--- config.mk ---
export PLATFORM = sky130hd
export DESIGN_NAME = amtt_regs
export DESIGN_NICKNAME = d
export VERILOG_FILES = /design/src/rtl/amtt_pkg.sv /design/src/rtl/amtt_trim_bank.sv /design/src/rtl/amtt_regs.sv
export VERILOG_INCLUDE_DIRS = /design/src /design/src/rtl
export SDC_FILE = /design/constraint.sdc
export NUM_CORES = 1
export LEC_CHECK = 0
export ABC_AREA = 1
export BUFFER_PORTS_ARGS = -buffer_cell sky130_fd_sc_hd__buf_2
export CORE_ASPECT_RATIO = 1.25
export CORE_UTILIZATION = 46
export CTS_CLUSTER_SIZE = 20
export DETAILED_ROUTE_END_ITERATION = 16
export PLACE_DENSITY = 0.68
export SLEW_MARGIN = 20
export SYNTH_ARGS = -nofsm -noshare
export SYNTH_HDL_FRONTEND = slang
export SYNTH_SLANG_ARGS = --single-unit
--- constraint.sdc ---
create_clock -name clk -period 1.87 [get_ports clk]
set_clock_uncertainty 0.05 [all_clocks]
set_input_delay 0.187 -clock clk [delete_from_list [all_inputs] [get_ports clk]]
set_output_delay 0.187 -clock clk [all_outputs]
set_load 0.01 [all_outputs]
--- src/rtl/amtt_defs.svh ---
`ifndef AMTT_DEFS_SVH
`define AMTT_DEFS_SVH

// register offsets
`define AMTT_ADDR_ALARM_STATUS_FLAGS    12'h2c1
`define AMTT_ADDR_ALARM_SOURCE_MASK      12'h2c2
`define AMTT_ADDR_LANE_LO       12'h2c4
`define AMTT_ADDR_LANE_HI       12'h2c5
`define AMTT_ADDR_SUMMARY       12'h2c0
`define AMTT_ADDR_TRIM_A_DUAL   12'h310
`define AMTT_ADDR_TRIM_B_DUAL   12'h313
`define AMTT_ADDR_TRIM_A_SIN_A  12'h314
`define AMTT_ADDR_TRIM_B_SIN_A  12'h315
`define AMTT_ADDR_TRIM_A_SIN_B  12'h31a

// alarm bit positions
`define AMTT_BIT_LANE_FIFO      5
`define AMTT_BIT_LOCK_LOSS      4
`define AMTT_BIT_LINK_FAULT     3
`define AMTT_BIT_REALIGN        2
`define AMTT_BIT_OSC_PHASE      1
`define AMTT_BIT_DIV_MISMATCH   0

// reset values
`define AMTT_RST_ALARM_SOURCE_MASK       8'h3f
`define AMTT_RST_ALARM_STATUS_FLAGS     6'h3f
`define AMTT_RST_LANE_FLAGS     16'hffff
`define AMTT_RST_TRIM           8'h00

`endif

--- src/rtl/amtt_pkg.sv ---
package amtt_pkg;

    // operating mode of the converter cores
    typedef enum logic [1:0]
    {
        AMTT_MODE_DUAL,
        AMTT_MODE_SINGLE_FG,
        AMTT_MODE_SINGLE
    } amtt_mode_t;

    // fuse-load sequencing
    typedef enum logic [1:0]
    {
        AMTT_LD_IDLE,
        AMTT_LD_WAIT,
        AMTT_LD_DONE
    } amtt_load_state_t;

    // trim bank index
    typedef enum logic [2:0]
    {
        AMTT_TRIM_A_DUAL,
        AMTT_TRIM_B_DUAL,
        AMTT_TRIM_A_SIN_A,
        AMTT_TRIM_B_SIN_A,
        AMTT_TRIM_A_SIN_B
    } amtt_trim_idx_t;

endpackage

--- src/rtl/amtt_trim_bank.sv ---
`timescale 1ns/1ps
`include "amtt_defs.svh"

module amtt_trim_bank #(
    parameter int DEPTH = 5,
    parameter int WIDTH = 8
) (
    input  wire logic               clk,     // register clock
    input  wire logic               rst_n,   // async reset, low
    input  wire logic               wr_en,   // write strobe
    input  wire logic [2:0]         wr_idx,  // write entry
    input  wire logic [WIDTH-1:0]   wr_data, // write data
    input  wire logic [2:0]         rd_idx,  // read entry
    output logic      [WIDTH-1:0]   rd_data  // registered read data
);

    logic [WIDTH-1:0] mem_q [DEPTH];
    logic [WIDTH-1:0] mem_d [DEPTH];
    logic [WIDTH-1:0] rd_d;

    always_comb
    begin
        for (int i = 0; i < DEPTH; i++)
        begin
            mem_d[i] = mem_q[i];
        end
        if (wr_en && (int'(wr_idx) < DEPTH))
        begin
            mem_d[wr_idx] = wr_data;
        end
        rd_d = (int'(rd_idx) < DEPTH) ? mem_q[rd_idx] : '0;
    end

    always_ff @(posedge clk or negedge rst_n)
    begin
        if (!rst_n)
        begin
            for (int i = 0; i < DEPTH; i++)
            begin
                mem_q[i] <= `AMTT_RST_TRIM;
            end
            rd_data <= `AMTT_RST_TRIM;
        end
        else
        begin
            for (int i = 0; i < DEPTH; i++)
            begin
                mem_q[i] <= mem_d[i];
            end
            rd_data <= rd_d;
        end
    end

endmodule

--- src/rtl/amtt_regs.sv ---
// Contract
// - a set mask bit keeps its alarm source out of the summary alarm
// - mask bits: lane fifo 5, lock 4, link 3, realign 2, phase 1, divider 0
// - mask register resets to 0x3f, all sources masked
// - lane i fifo overflow or underflow sets lane flag bit i
// - writing 1 clears a lane flag; writing 0 does nothing; persisting fault resets it
// - writing 1 to lane fifo status bit clears all sixteen lane flags
// - lane flag register resets to 0xffff
// - each 8-bit trim shifts one core's sampling instant, chosen by core and mode
// - trims load from fuses at start-up, readable and overwritable by software
// - dual mode: first trim to core a, second trim to core b
// - single mode with calibration: separate trims for a/in a, b/in a, a/in b; code applies a/in a and b/in a in both single modes, never a/in b
// - summary alarm is 1 when any unmasked status bit is set
// - six sticky status bits, write one to clear, reset to 0x3f
// - any lane fifo fault sets the lane fifo status bit
`timescale 1ns/1ps
`include "amtt_defs.svh"

module amtt_regs #(
    parameter int LANES = 16,
    parameter int TW    = 8
) (
    input  wire logic                clk,           // register clock
    input  wire logic                rst_n,         // async reset, low
    input  wire logic                cfg_wr,        // register write strobe
    input  wire logic                cfg_rd,        // register read strobe
    input  wire logic [11:0]         cfg_addr,      // register byte address
    input  wire logic [7:0]          cfg_wdata,     // write data
    output logic      [7:0]          cfg_rdata,     // read data, two cycles after cfg_rd
    output logic                     cfg_rvalid,    // read data valid pulse
    input  wire logic [LANES-1:0]    lane_fault,    // per-lane fifo over/underflow
    input  wire logic                lock_loss,     // pll not locked
    input  wire logic                link_fault,    // link not in data state
    input  wire logic                realign_evt,   // clocks realigned
    input  wire logic                osc_phase_evt, // oscillator phase upset
    input  wire logic                div_mismatch,  // divider mismatch
    input  wire amtt_pkg::amtt_mode_t mode,         // operating mode
    input  wire logic                fuse_valid,    // fuse word ready
    input  wire logic [5*TW-1:0]     fuse_trims,    // five factory trims
    output logic                     summary_alarm, // unmasked alarm present
    output logic      [TW-1:0]       core_a_trim,   // applied trim, core a
    output logic      [TW-1:0]       core_b_trim,   // applied trim, core b
    output logic                     trim_ready     // fuse values loaded
);

    logic [7:0]       mask_q, mask_d;
    logic [5:0]       status_q, status_d;
    logic [LANES-1:0] lane_q, lane_d;
    logic             summary_d;
    logic [TW-1:0]    a_trim_d, b_trim_d;
    logic [TW-1:0]    shadow_q [5];
    logic [TW-1:0]    shadow_d [5];
    logic [5:0]       src;
    logic             rvalid_q;
    logic [7:0]       rdata_d;
    logic             rd_trim_q, rd_trim_d;
    logic [7:0]       rd_reg_q, rd_reg_d;
    logic             rvalid_d;
    logic [TW-1:0]    bank_rdata;
    logic             bank_wr;
    logic [2:0]       bank_idx;
    logic [TW-1:0]    bank_wdata;
    logic             sw_wr;
    logic [2:0]       sw_idx;
    logic             sw_trim_hit;
    amtt_pkg::amtt_load_state_t ld_q, ld_d;
    logic [2:0]       ld_cnt_q, ld_cnt_d;
    logic             ready_d;

    logic [LANES-1:0] lane_fault_s1, lane_fault_s2;
    logic [5:0]       src_s1, src_s2;
    logic             fuse_valid_s1, fuse_valid_s2;
    logic [5*TW-1:0]  fuse_trims_s1, fuse_trims_s2;

    // fault, source and fuse inputs cross two flip-flops before use; mode is used directly
    always_ff @(posedge clk or negedge rst_n)
    begin
        if (!rst_n)
        begin
            lane_fault_s1 <= '0;
            lane_fault_s2 <= '0;
            src_s1        <= '0;
            src_s2        <= '0;
            fuse_valid_s1 <= 1'b0;
            fuse_valid_s2 <= 1'b0;
            fuse_trims_s1 <= '0;
            fuse_trims_s2 <= '0;
        end
        else
        begin
            lane_fault_s1 <= lane_fault;
            lane_fault_s2 <= lane_fault_s1;
            src_s1        <= {1'b0, lock_loss, link_fault, realign_evt,
                              osc_phase_evt, div_mismatch};
            src_s2        <= src_s1;
            fuse_valid_s1 <= fuse_valid;
            fuse_valid_s2 <= fuse_valid_s1;
            fuse_trims_s1 <= fuse_trims;
            fuse_trims_s2 <= fuse_trims_s1;
        end
    end

    always_comb
    begin
        src = src_s2;
        src[`AMTT_BIT_LANE_FIFO] = |lane_fault_s2;
    end

    // trim address decode
    always_comb
    begin
        sw_trim_hit = 1'b1;
        sw_idx      = 3'(amtt_pkg::AMTT_TRIM_A_DUAL);
        if (cfg_addr == `AMTT_ADDR_TRIM_A_DUAL)
            sw_idx = 3'(amtt_pkg::AMTT_TRIM_A_DUAL);
        else if (cfg_addr == `AMTT_ADDR_TRIM_B_DUAL)
            sw_idx = 3'(amtt_pkg::AMTT_TRIM_B_DUAL);
        else if (cfg_addr == `AMTT_ADDR_TRIM_A_SIN_A)
            sw_idx = 3'(amtt_pkg::AMTT_TRIM_A_SIN_A);
        else if (cfg_addr == `AMTT_ADDR_TRIM_B_SIN_A)
            sw_idx = 3'(amtt_pkg::AMTT_TRIM_B_SIN_A);
        else if (cfg_addr == `AMTT_ADDR_TRIM_A_SIN_B)
            sw_idx = 3'(amtt_pkg::AMTT_TRIM_A_SIN_B);
        else
            sw_trim_hit = 1'b0;
        sw_wr = cfg_wr && sw_trim_hit;
    end

    // fuse load: copies the five factory values into the bank after reset
    always_comb
    begin
        ld_d       = ld_q;
        ld_cnt_d   = ld_cnt_q;
        bank_wr    = 1'b0;
        bank_idx   = sw_idx;
        bank_wdata = cfg_wdata;
        case (ld_q)
            amtt_pkg::AMTT_LD_IDLE:
            begin
                if (fuse_valid_s2)
                    ld_d = amtt_pkg::AMTT_LD_WAIT;
            end
            amtt_pkg::AMTT_LD_WAIT:
            begin
                bank_wr    = 1'b1;
                bank_idx   = ld_cnt_q;
                bank_wdata = fuse_trims_s2[TW*ld_cnt_q +: TW];
                ld_cnt_d   = ld_cnt_q + 3'h1;
                if (ld_cnt_q == 3'h4)
                    ld_d = amtt_pkg::AMTT_LD_DONE;
            end
            default:
            begin
                bank_wr = sw_wr;
            end
        endcase
        ready_d = (ld_d == amtt_pkg::AMTT_LD_DONE);
    end

    // shadow copy so both cores see their trims in parallel
    always_comb
    begin
        for (int i = 0; i < 5; i++)
            shadow_d[i] = shadow_q[i];
        if (bank_wr)
            shadow_d[bank_idx] = bank_wdata;
    end

    // trim selection by core and mode
    always_comb
    begin
        case (mode)
            amtt_pkg::AMTT_MODE_DUAL:
            begin
                a_trim_d = shadow_q[amtt_pkg::AMTT_TRIM_A_DUAL];
                b_trim_d = shadow_q[amtt_pkg::AMTT_TRIM_B_DUAL];
            end
            default:
            begin
                a_trim_d = shadow_q[amtt_pkg::AMTT_TRIM_A_SIN_A];
                b_trim_d = shadow_q[amtt_pkg::AMTT_TRIM_B_SIN_A];
            end
        endcase
    end

    // alarm state
    always_comb
    begin
        mask_d   = mask_q;
        status_d = status_q;
        lane_d   = lane_q;
        if (cfg_wr && cfg_addr == `AMTT_ADDR_ALARM_SOURCE_MASK)
            mask_d = {2'h0, cfg_wdata[5:0]};
        if (cfg_wr && cfg_addr == `AMTT_ADDR_ALARM_STATUS_FLAGS)
        begin
            status_d = status_q & ~cfg_wdata[5:0];
            if (cfg_wdata[`AMTT_BIT_LANE_FIFO])
                lane_d = '0;
        end
        else if (cfg_wr && cfg_addr == `AMTT_ADDR_LANE_LO)
            lane_d[7:0] = lane_q[7:0] & ~cfg_wdata;
        else if (cfg_wr && cfg_addr == `AMTT_ADDR_LANE_HI)
            lane_d[15:8] = lane_q[15:8] & ~cfg_wdata;
        lane_d   = lane_d | lane_fault_s2;
        status_d = status_d | src;
        summary_d = |(status_d & ~mask_d[5:0]);
    end

    // read path
    always_comb
    begin
        rdata_d   = rd_trim_q ? bank_rdata : rd_reg_q;
        rd_trim_d = cfg_rd && sw_trim_hit;
        rvalid_d  = cfg_rd;
        rd_reg_d  = 8'h00;
        if (cfg_addr == `AMTT_ADDR_ALARM_SOURCE_MASK)
            rd_reg_d = mask_q;
        else if (cfg_addr == `AMTT_ADDR_ALARM_STATUS_FLAGS)
            rd_reg_d = {2'h0, status_q};
        else if (cfg_addr == `AMTT_ADDR_LANE_LO)
            rd_reg_d = lane_q[7:0];
        else if (cfg_addr == `AMTT_ADDR_LANE_HI)
            rd_reg_d = lane_q[15:8];
        else if (cfg_addr == `AMTT_ADDR_SUMMARY)
            rd_reg_d = {7'h00, summary_alarm};
    end

    amtt_trim_bank #(
        .DEPTH (5),
        .WIDTH (TW)
    ) u_bank (
        .clk     (clk),
        .rst_n   (rst_n),
        .wr_en   (bank_wr),
        .wr_idx  (bank_idx),
        .wr_data (bank_wdata),
        .rd_idx  (sw_idx),
        .rd_data (bank_rdata)
    );

    always_ff @(posedge clk or negedge rst_n)
    begin
        if (!rst_n)
        begin
            mask_q        <= `AMTT_RST_ALARM_SOURCE_MASK;
            status_q      <= `AMTT_RST_ALARM_STATUS_FLAGS;
            lane_q        <= `AMTT_RST_LANE_FLAGS;
            summary_alarm <= 1'b0;
            core_a_trim   <= `AMTT_RST_TRIM;
            core_b_trim   <= `AMTT_RST_TRIM;
            trim_ready    <= 1'b0;
            ld_q          <= amtt_pkg::AMTT_LD_IDLE;
            ld_cnt_q      <= 3'h0;
            rvalid_q      <= 1'b0;
            cfg_rdata     <= 8'h00;
            rd_trim_q     <= 1'b0;
            rd_reg_q      <= 8'h00;
            cfg_rvalid    <= 1'b0;
            for (int i = 0; i < 5; i++)
                shadow_q[i] <= `AMTT_RST_TRIM;
        end
        else
        begin
            mask_q        <= mask_d;
            status_q      <= status_d;
            lane_q        <= lane_d;
            summary_alarm <= summary_d;
            core_a_trim   <= a_trim_d;
            core_b_trim   <= b_trim_d;
            trim_ready    <= ready_d;
            ld_q          <= ld_d;
            ld_cnt_q      <= ld_cnt_d;
            rvalid_q      <= rvalid_d;
            cfg_rdata     <= rdata_d;
            rd_trim_q     <= rd_trim_d;
            rd_reg_q      <= rd_reg_d;
            cfg_rvalid    <= rvalid_q;
            for (int i = 0; i < 5; i++)
                shadow_q[i] <= shadow_d[i];
        end
    end

    property p_mask_blocks;
        @(posedge clk) disable iff (!rst_n)
        (&mask_q[5:0]) |-> !summary_alarm;
    endproperty
    a_mask_blocks: assert property (p_mask_blocks) else $error("masked alarm leaked");

    property p_mask_reserved;
        @(posedge clk) disable iff (!rst_n)
        mask_q[7:6] == 2'h0;
    endproperty
    a_mask_reserved: assert property (p_mask_reserved) else $error("mask reserved set");

    property p_lane_set;
        @(posedge clk) disable iff (!rst_n)
        lane_fault_s2[3] |=> lane_q[3];
    endproperty
    a_lane_set: assert property (p_lane_set) else $error("lane flag not set");

    property p_lane_clear;
        @(posedge clk) disable iff (!rst_n)
        (cfg_wr && cfg_addr == `AMTT_ADDR_LANE_LO && cfg_wdata[0] && !lane_fault_s2[0])
            |=> !lane_q[0];
    endproperty
    a_lane_clear: assert property (p_lane_clear) else $error("lane w1c failed");

    property p_lane_all_clear;
        @(posedge clk) disable iff (!rst_n)
        (cfg_wr && cfg_addr == `AMTT_ADDR_ALARM_STATUS_FLAGS && cfg_wdata[5] && lane_fault_s2 == '0)
            |=> lane_q == '0;
    endproperty
    a_lane_all_clear: assert property (p_lane_all_clear) else $error("bulk clear failed");

    property p_summary;
        @(posedge clk) disable iff (!rst_n)
        ##1 summary_alarm == |($past(status_d) & ~$past(mask_d[5:0]));
    endproperty
    a_summary: assert property (p_summary) else $error("summary mismatch");

    property p_status_fifo;
        @(posedge clk) disable iff (!rst_n)
        (|lane_fault_s2) |=> status_q[5] && (lane_q != '0);
    endproperty
    a_status_fifo: assert property (p_status_fifo) else $error("fifo status not set");

    property p_dual_sel;
        @(posedge clk) disable iff (!rst_n)
        (mode == amtt_pkg::AMTT_MODE_DUAL) ##1 (mode == amtt_pkg::AMTT_MODE_DUAL)
            |-> core_b_trim == $past(shadow_q[1]);
    endproperty
    a_dual_sel: assert property (p_dual_sel) else $error("dual trim select wrong");

endmodule

# ---- After elaboration in Yosys (flattened, before gate mapping)
# Index checks and enable logic that the tools add are counted.
dict set report op_classes {
  n_eq_ne 13
  n_shift 1
  order_cmp 5
  n_mux 39
  bitwise_logic 11
  add_sub_neg 1
  reduce_logical 12
}
# cell n
set op_table {}
lappend op_table {{$eq A12 B10 Y1 const B} 10}
lappend op_table {{$mux W8} 15}
lappend op_table {{$bwmux W40} 2}
lappend op_table {{$shiftx A40 B7 Y8} 1}
lappend op_table {{$mux W16} 2}
lappend op_table {{$bmux W8 S3} 1}
lappend op_table {{$demux W8 S3} 1}
lappend op_table {{$mux W3} 6}
lappend op_table {{$and A8 B8 Y8} 2}
lappend op_table {{$or A16 B16 Y16} 1}
lappend op_table {{$reduce_or A16 Y1} 1}
lappend op_table {{$and A6 B6 Y6} 2}
lappend op_table {{$mux W6} 2}
lappend op_table {{$not A6 Y6} 2}
lappend op_table {{$ge A4 B4 Y1 const B} 2}
lappend op_table {{$logic_and A1 B1 Y1} 8}
lappend op_table {{$not A3 Y4} 2}
lappend op_table {{$not A8 Y8} 1}
lappend op_table {{$lt A3 B3 Y1 const B} 2}
lappend op_table {{$mux W1} 6}
lappend op_table {{$or A6 B6 Y6} 1}
lappend op_table {{$reduce_or A6 Y1} 1}
lappend op_table {{$logic_not A2 Y1} 2}
lappend op_table {{$lt A4 B1 Y1 const B} 1}
lappend op_table {{other kinds (7)} 8}
dict set report word_totals {
  register_bits 282
  word_cells 115
  out_inout_bits 27
}

# ---- Logic depth before layout (Yosys ltp)
dict set report logic_depth {
  ltp_word 13
  ltp_mapped 12
  mapped_depth_nobuf 12
}

# ---- Modules after synthesis
# A second synthesis with hierarchy kept.
dict set report unflattened {
  cells_unflattened 1011
  area_unflattened_um2 10711.5
}
# mod seq_area_each_um2 area_per_inst_um2 n_inst cells_each
set modules_own_cells {}
lappend modules_own_cells {amtt_regs 5690.5 8399.3 1 738}
lappend modules_own_cells {amtt_trim_bank 1201.2 2312.2 1 273}

# ---- Least setup slack after synthesis
# Ideal clock, no wire load.
dict set report synth_path {
  kind {register -> register}
  from {register ld_q[1]}
  to {register u_bank.mem_q[32] (netlist name)}
  path_buffers 1
  path_slack_ns 0.191
  synth_period_minus_slack_ns 1.679
  path_stages_with_launch 12
  t_required_ns 1.702
  arrival_time_ns 1.511
  cell_sequence {dfrtp_1 -> inv_2 -> nand2_2 -> nor2_1 -> inv_1 -> nand2_1 -> nand3_2 -> nor2_4 -> nand2_4 -> buf_6 -> nand2_1 -> nand2_1}
}
dict set report synth_between {
  elab_chain_cells 8
  elab_cells_between_ends 14
  classes_between {order compare (3); eq/ne (1); mux (6); bitwise (1); reduce/logical (3)}
}
# item line
set synth_lines {}
lappend synth_lines {{from (decl)} amtt_regs.sv:66} ;# amtt_pkg::amtt_load_state_t ld_q, ld_d;
lappend synth_lines {{from (signal assigned)} amtt_regs.sv:252} ;# ld_q <= amtt_pkg::AMTT_LD_IDLE;
lappend synth_lines {{from (signal assigned)} amtt_regs.sv:271} ;# ld_q <= ld_d;
lappend synth_lines {{$eq A2 B1 Y1} amtt_regs.sv:137} ;# case (ld_q)
lappend synth_lines {{$mux W3} amtt_regs.sv:137}
lappend synth_lines {{$not A3 Y4 (implied by the code)} amtt_trim_bank.sv:29} ;# mem_d[wr_idx] = wr_data;
lappend synth_lines {{$ge A4 B4 Y1 (implied by the code) or $lt A4 B1 Y1 (tied branches)} amtt_trim_bank.sv:29}
lappend synth_lines {{$logic_and A1 B1 Y1 (implied by the code)} amtt_trim_bank.sv:29}
lappend synth_lines {{$mux W8 (implied by the code)} amtt_trim_bank.sv:29}
lappend synth_lines {{$demux W8 S3} amtt_trim_bank.sv:29}
lappend synth_lines {{$bwmux W40} amtt_trim_bank.sv:29}
lappend synth_lines {{to (signal, indexed assignment)} amtt_trim_bank.sv:40} ;# mem_q[i] <= `AMTT_RST_TRIM;
lappend synth_lines {{to (signal, indexed assignment)} amtt_trim_bank.sv:48} ;# mem_q[i] <= mem_d[i];
lappend synth_lines {{to (decl)} amtt_trim_bank.sv:17} ;# logic [WIDTH-1:0] mem_q [DEPTH];
# Parallel ways exist; a longest one is shown, timed or not.
# A chain may end at the register's enable or synchronous reset.

# ---- Worst setup path in the final report
dict set report layout_path {
  from {register ld_cnt_q[1]}
  to {register shadow_q[8] (netlist name)}
}
dict set report layout_between {
  elab_chain_cells 7
  elab_cells_between_ends 10
  classes_between {order compare (2); shift (1); mux (5); bitwise (1); reduce/logical (1)}
}
# item line
set layout_lines {}
lappend layout_lines {{from (decl)} amtt_regs.sv:67} ;# logic [2:0] ld_cnt_q, ld_cnt_d;
lappend layout_lines {{from (signal assigned)} amtt_regs.sv:272} ;# ld_cnt_q <= ld_cnt_d;
lappend layout_lines {{$mux W3} amtt_regs.sv:137}
lappend layout_lines {{$not A3 Y4 (implied by the code)} amtt_regs.sv:166} ;# shadow_d[bank_idx] = bank_wdata;
lappend layout_lines {{$ge A4 B4 Y1 (implied by the code) or $lt A4 B1 Y1 (tied branches)} amtt_regs.sv:166}
lappend layout_lines {{$logic_and A1 B1 Y1 (implied by the code)} amtt_regs.sv:166}
lappend layout_lines {{$mux W8 (implied by the code)} amtt_regs.sv:166}
lappend layout_lines {{$demux W8 S3} amtt_regs.sv:166}
lappend layout_lines {{$bwmux W40 (*)} amtt_regs.sv:166}
lappend layout_lines {{to (signal, indexed assignment)} amtt_regs.sv:260} ;# shadow_q[i] <= `AMTT_RST_TRIM;
lappend layout_lines {{to (signal, indexed assignment)} amtt_regs.sv:279} ;# shadow_q[i] <= shadow_d[i];
lappend layout_lines {{to (decl)} amtt_regs.sv:51} ;# logic [TW-1:0] shadow_q [5];
# Mark *: on every way between the ends. The rest lies on a longest branch, timed or not.

==> metrics.yaml <==
global_route:
  grt_pass1_vias: 7778
  grt_pass1_wl_um: 38740
  antenna_found_initial: 0
  grt_max_degree: 77
  track_usage_pct: 21.96
  grt.overflow.total: 0
finish:
  drive_gt1_share_pct: 26.29
  diodes: 0
  register_area_sq_um: 6894
  fillers: 1728
  fin_nets: 1333
  fin_area_sq_um: 13490
  multi_input_area_sq_um: 3025
  syn2layout_area_growth_pct: 31.32
power:
  p_leak_nw: 6.915
  ir_drop_mv: 0.9203
  p_sw_share_pct: 29.82
  seq_power_share_pct: 44.0
  power.switching_w: 0.005199
  p_int_w: 0.01224
  power_density_nw_per_um2: 1293
  power.total_w: 0.01744
  p_comb_share_pct: 24.2
  clkPwrFrac_pct: 31.8
logic_synthesis:
  netlist.area_leader.share_pct: 59.93
  synth_edf_count: 0
  synth_area_sq_um: 10270
  synthCells: 974
  synth_common_cells: "291 x nand2_1, 246 x dfrtp_1, 87 x nand3_1"
  synthArstFlopShare_pct: 100.0
  synth_warnings: 0
  ys_types: 40
  yosysTopAreaCell: "dfrtp_1"
  syn_area_per_cell_sq_um: 10.55
  synth_most_common_cell: "nand2_1"
  yosys_register_bits: 274
  ys.flop_type: "dfrtp_1"
  seq_area_frac_synth_pct: 67.10
  synth_fp_nets: 1064
  synthTopCellsByArea: "dfrtp_1 60%, nand2_1 11%, dfstp_2 7.2%"
detailed_routing:
  drt_iter0_markers: 532
  post_drt_wl_per_cell_um: 15.59
  dr_total_vias: 7695
  via_per_inst: 4.990
  drc: 0
  drt_pre_antenna_iters: 5
  drt-total-wl_um: 24050
  ant_nets: 0
outcome:
  run_status: "completed"
timing:
  fin_crit_ps: 1763
  fmax_mhz: 567.2
  setup_viol: 0
  relSlewSlack_pct: 68.03
  tightestPinTransition_ps: 474.5
  rsz0062_at_grt: "no"
  finalWorstSetupSlack_ps: 106.9
  hold_viol_final: 0
  timing.final.crit_share_pct: 94.29
  fin_setup_tns_ps: 0
  slew_violations: 0
clock_network:
  clk_latency_ps: 530
  cts_inserted_buffers: 26
  ctsHtreeMaxLevel: 1
  numClockSinks: 274
  tritoncts: "yes"
  clk_path_buf_depth: 3
  root_buffer: "clkbuf_16"
  clk_pin_slew_ps: 70
critical_path:
  crit_chain: "buf_4 > nor2_1 > o21ai_0 > nand2_1 > nand2_1 > a21oi_1 > buf_4 > nand4_1 > nand2_1"
  worstSetupPathType: "register to register"
  cp-start-kind: "register"
  end_kind: "register"
  r2r_setup_slack_ps: 110
  reg2reg_depth: 9
  path_max_fanout: 8
  rr_endpoint: "shadow_q[8]"
  cpPeakStageDelay_ps: 470
  crit_slowest_cell: "dfrtp_2"
  cp_common_cell: "nand2_1"
  arrival_ps: 2180
  worstPathRequired_ps: 2280
  rr_startpoint: "ld_cnt_q[1]"
die:
  ios: 115
  dieArea_sq_um: 22930
  initial_core_util_pct: 47.34
  die_h_um: 169.1
  coreArea_sq_um: 21700
  rows: 60
  die_width_um: 135.7
placement:
  portBuffers: 114
  place.gp.congestion: 0.8944
  dpl_worst_slack_ps: -63.44
  hpwl_um: 16640
  placed_cell_area_sq_um: 11750
flow_run:
  cap_violations: 0
min_path:
  min_path_type: "input pin to asynchronous set/reset pin"
-- worst max-delay path by stage --
stage	cells past startpoint	endpoint	slack, ps	start
3_5_place_dp	10	u_bank.mem_q[19]	-60	ld_cnt_q[1]
5_1_grt	10	shadow_q[14]	2	ld_q[1]
4_1_cts	7	u_bank.mem_q[19]	20	ld_cnt_q[0]
2_1_floorplan	11	u_bank.mem_q[32]	190	ld_q[1]
3_3_place_gp	10	shadow_q[35]	-30	ld_q[1]
6_report	9	shadow_q[8]	110	ld_cnt_q[1]
-- sequential cells by signal, indices dropped and copies added, names as in the netlist, 16 cells and up --
| name | cells |
|---|---|
| lane_q | 16 |
| fuse_trims_s1 | 40 |
| u_bank.mem_q | 40 |
| shadow_q | 32 |
| fuse_trims_s2 | 40 |
| lane_fault_s2 | 16 |
| lane_fault_s1 | 16 |
-- routing by layer --
| layer | up-vias | wire, um | track usage (%) |
|---|---|---|---|
| met3 | 62 | 1030 | 2.636 |
| met2 | 211 | 12610 | 39.93 |
| met1 | 3731 | 9515 | 26.10 |
| li1 | 3691 | - | - |
| met4 | 0 | 887 | 8.745 |
| met5 | - | 0 | 0 |
-- cells by family (layout without fill, tap and decap cells) --
family | count (synthesis) | count (layout) | synth area share, %
compound gates | 63 | 63 | 3.935
mux | 24 | 24 | 2.631
simple gates | 514 | 514 | 22.17
fa+ha+maj | 2 | 2 | 0.2436
buf+inv | 95 | 384 | 3.752
flops | 274 | 274 | 67.10
xor+xnor | 2 | 2 | 0.1706
-- timing repair --
item | CTS | global route
resized for setup | 2 | 11
setup buffers | 1 | 3
pin swaps | 1 | 1
hold buffers | 73 | 0
endpoints found under the hold margin | 326 | 0
setup endpoints to repair | 26 | 62
-- per-stage QoR --
step	utilization (%)	hold WS, ps	cells
after floorplan	-	-158.6	974
final	62.17	38.76	1542
after detailed placement	54.14	-8.188	1417
after global placement	54.14	-5.243	1417
after CTS	61.93	27.65	1539
after global routing	62.17	53.09	1542
-- worst max-delay path: cells and delay by family, from the launching register on --
family                 cells  cell delay, ps
AOI/OAI and AO/OA          2             280
buffers and inverters      2             370
DFF                        1             470
and+or+nand+nor            5             510
-- cells in the final DEF, fill, tap and decap left out, drive strengths merged --
cell type    count
clkinvlp         1
o211ai           4
a31o             3
ha               2
nor3             7
nand2          295
o211a            3
nand3b           1
clkinv           7
a21oi           19
o21bai           2
o21ai           30
and3             1
dfstp           28
or2              2
nor2            76
xor2             2
mux2            24
dfrtp          246
o22ai            1
nand3           93
bufinv           3
inv             73
nand4           39
dlygate4sd3     73
buf            191
clkbuf          36
a32o             1
-- power groups by stage --
stage                     sequential [W]  combinational (W)  clock, W
after floorplan                  0.00763            0.00224         0
after global placement           0.00770            0.00386         0
after detailed placement         0.00773            0.00394         0
after CTS                        0.00764            0.00416   0.00568
after global routing             0.00778            0.00470   0.00593
final                            0.00767            0.00423   0.00555
-- layout make-up --
type,count,share of cell area (%)
clock buffer,36,5.779
tap,279,2.588
clock inverter,12,1.132
inverter,72,2.022
timing repair buffer,264,14.94
sequential,274,51.11
multi-input combinational,605,22.43
Power figures use the tool's default switching activity.
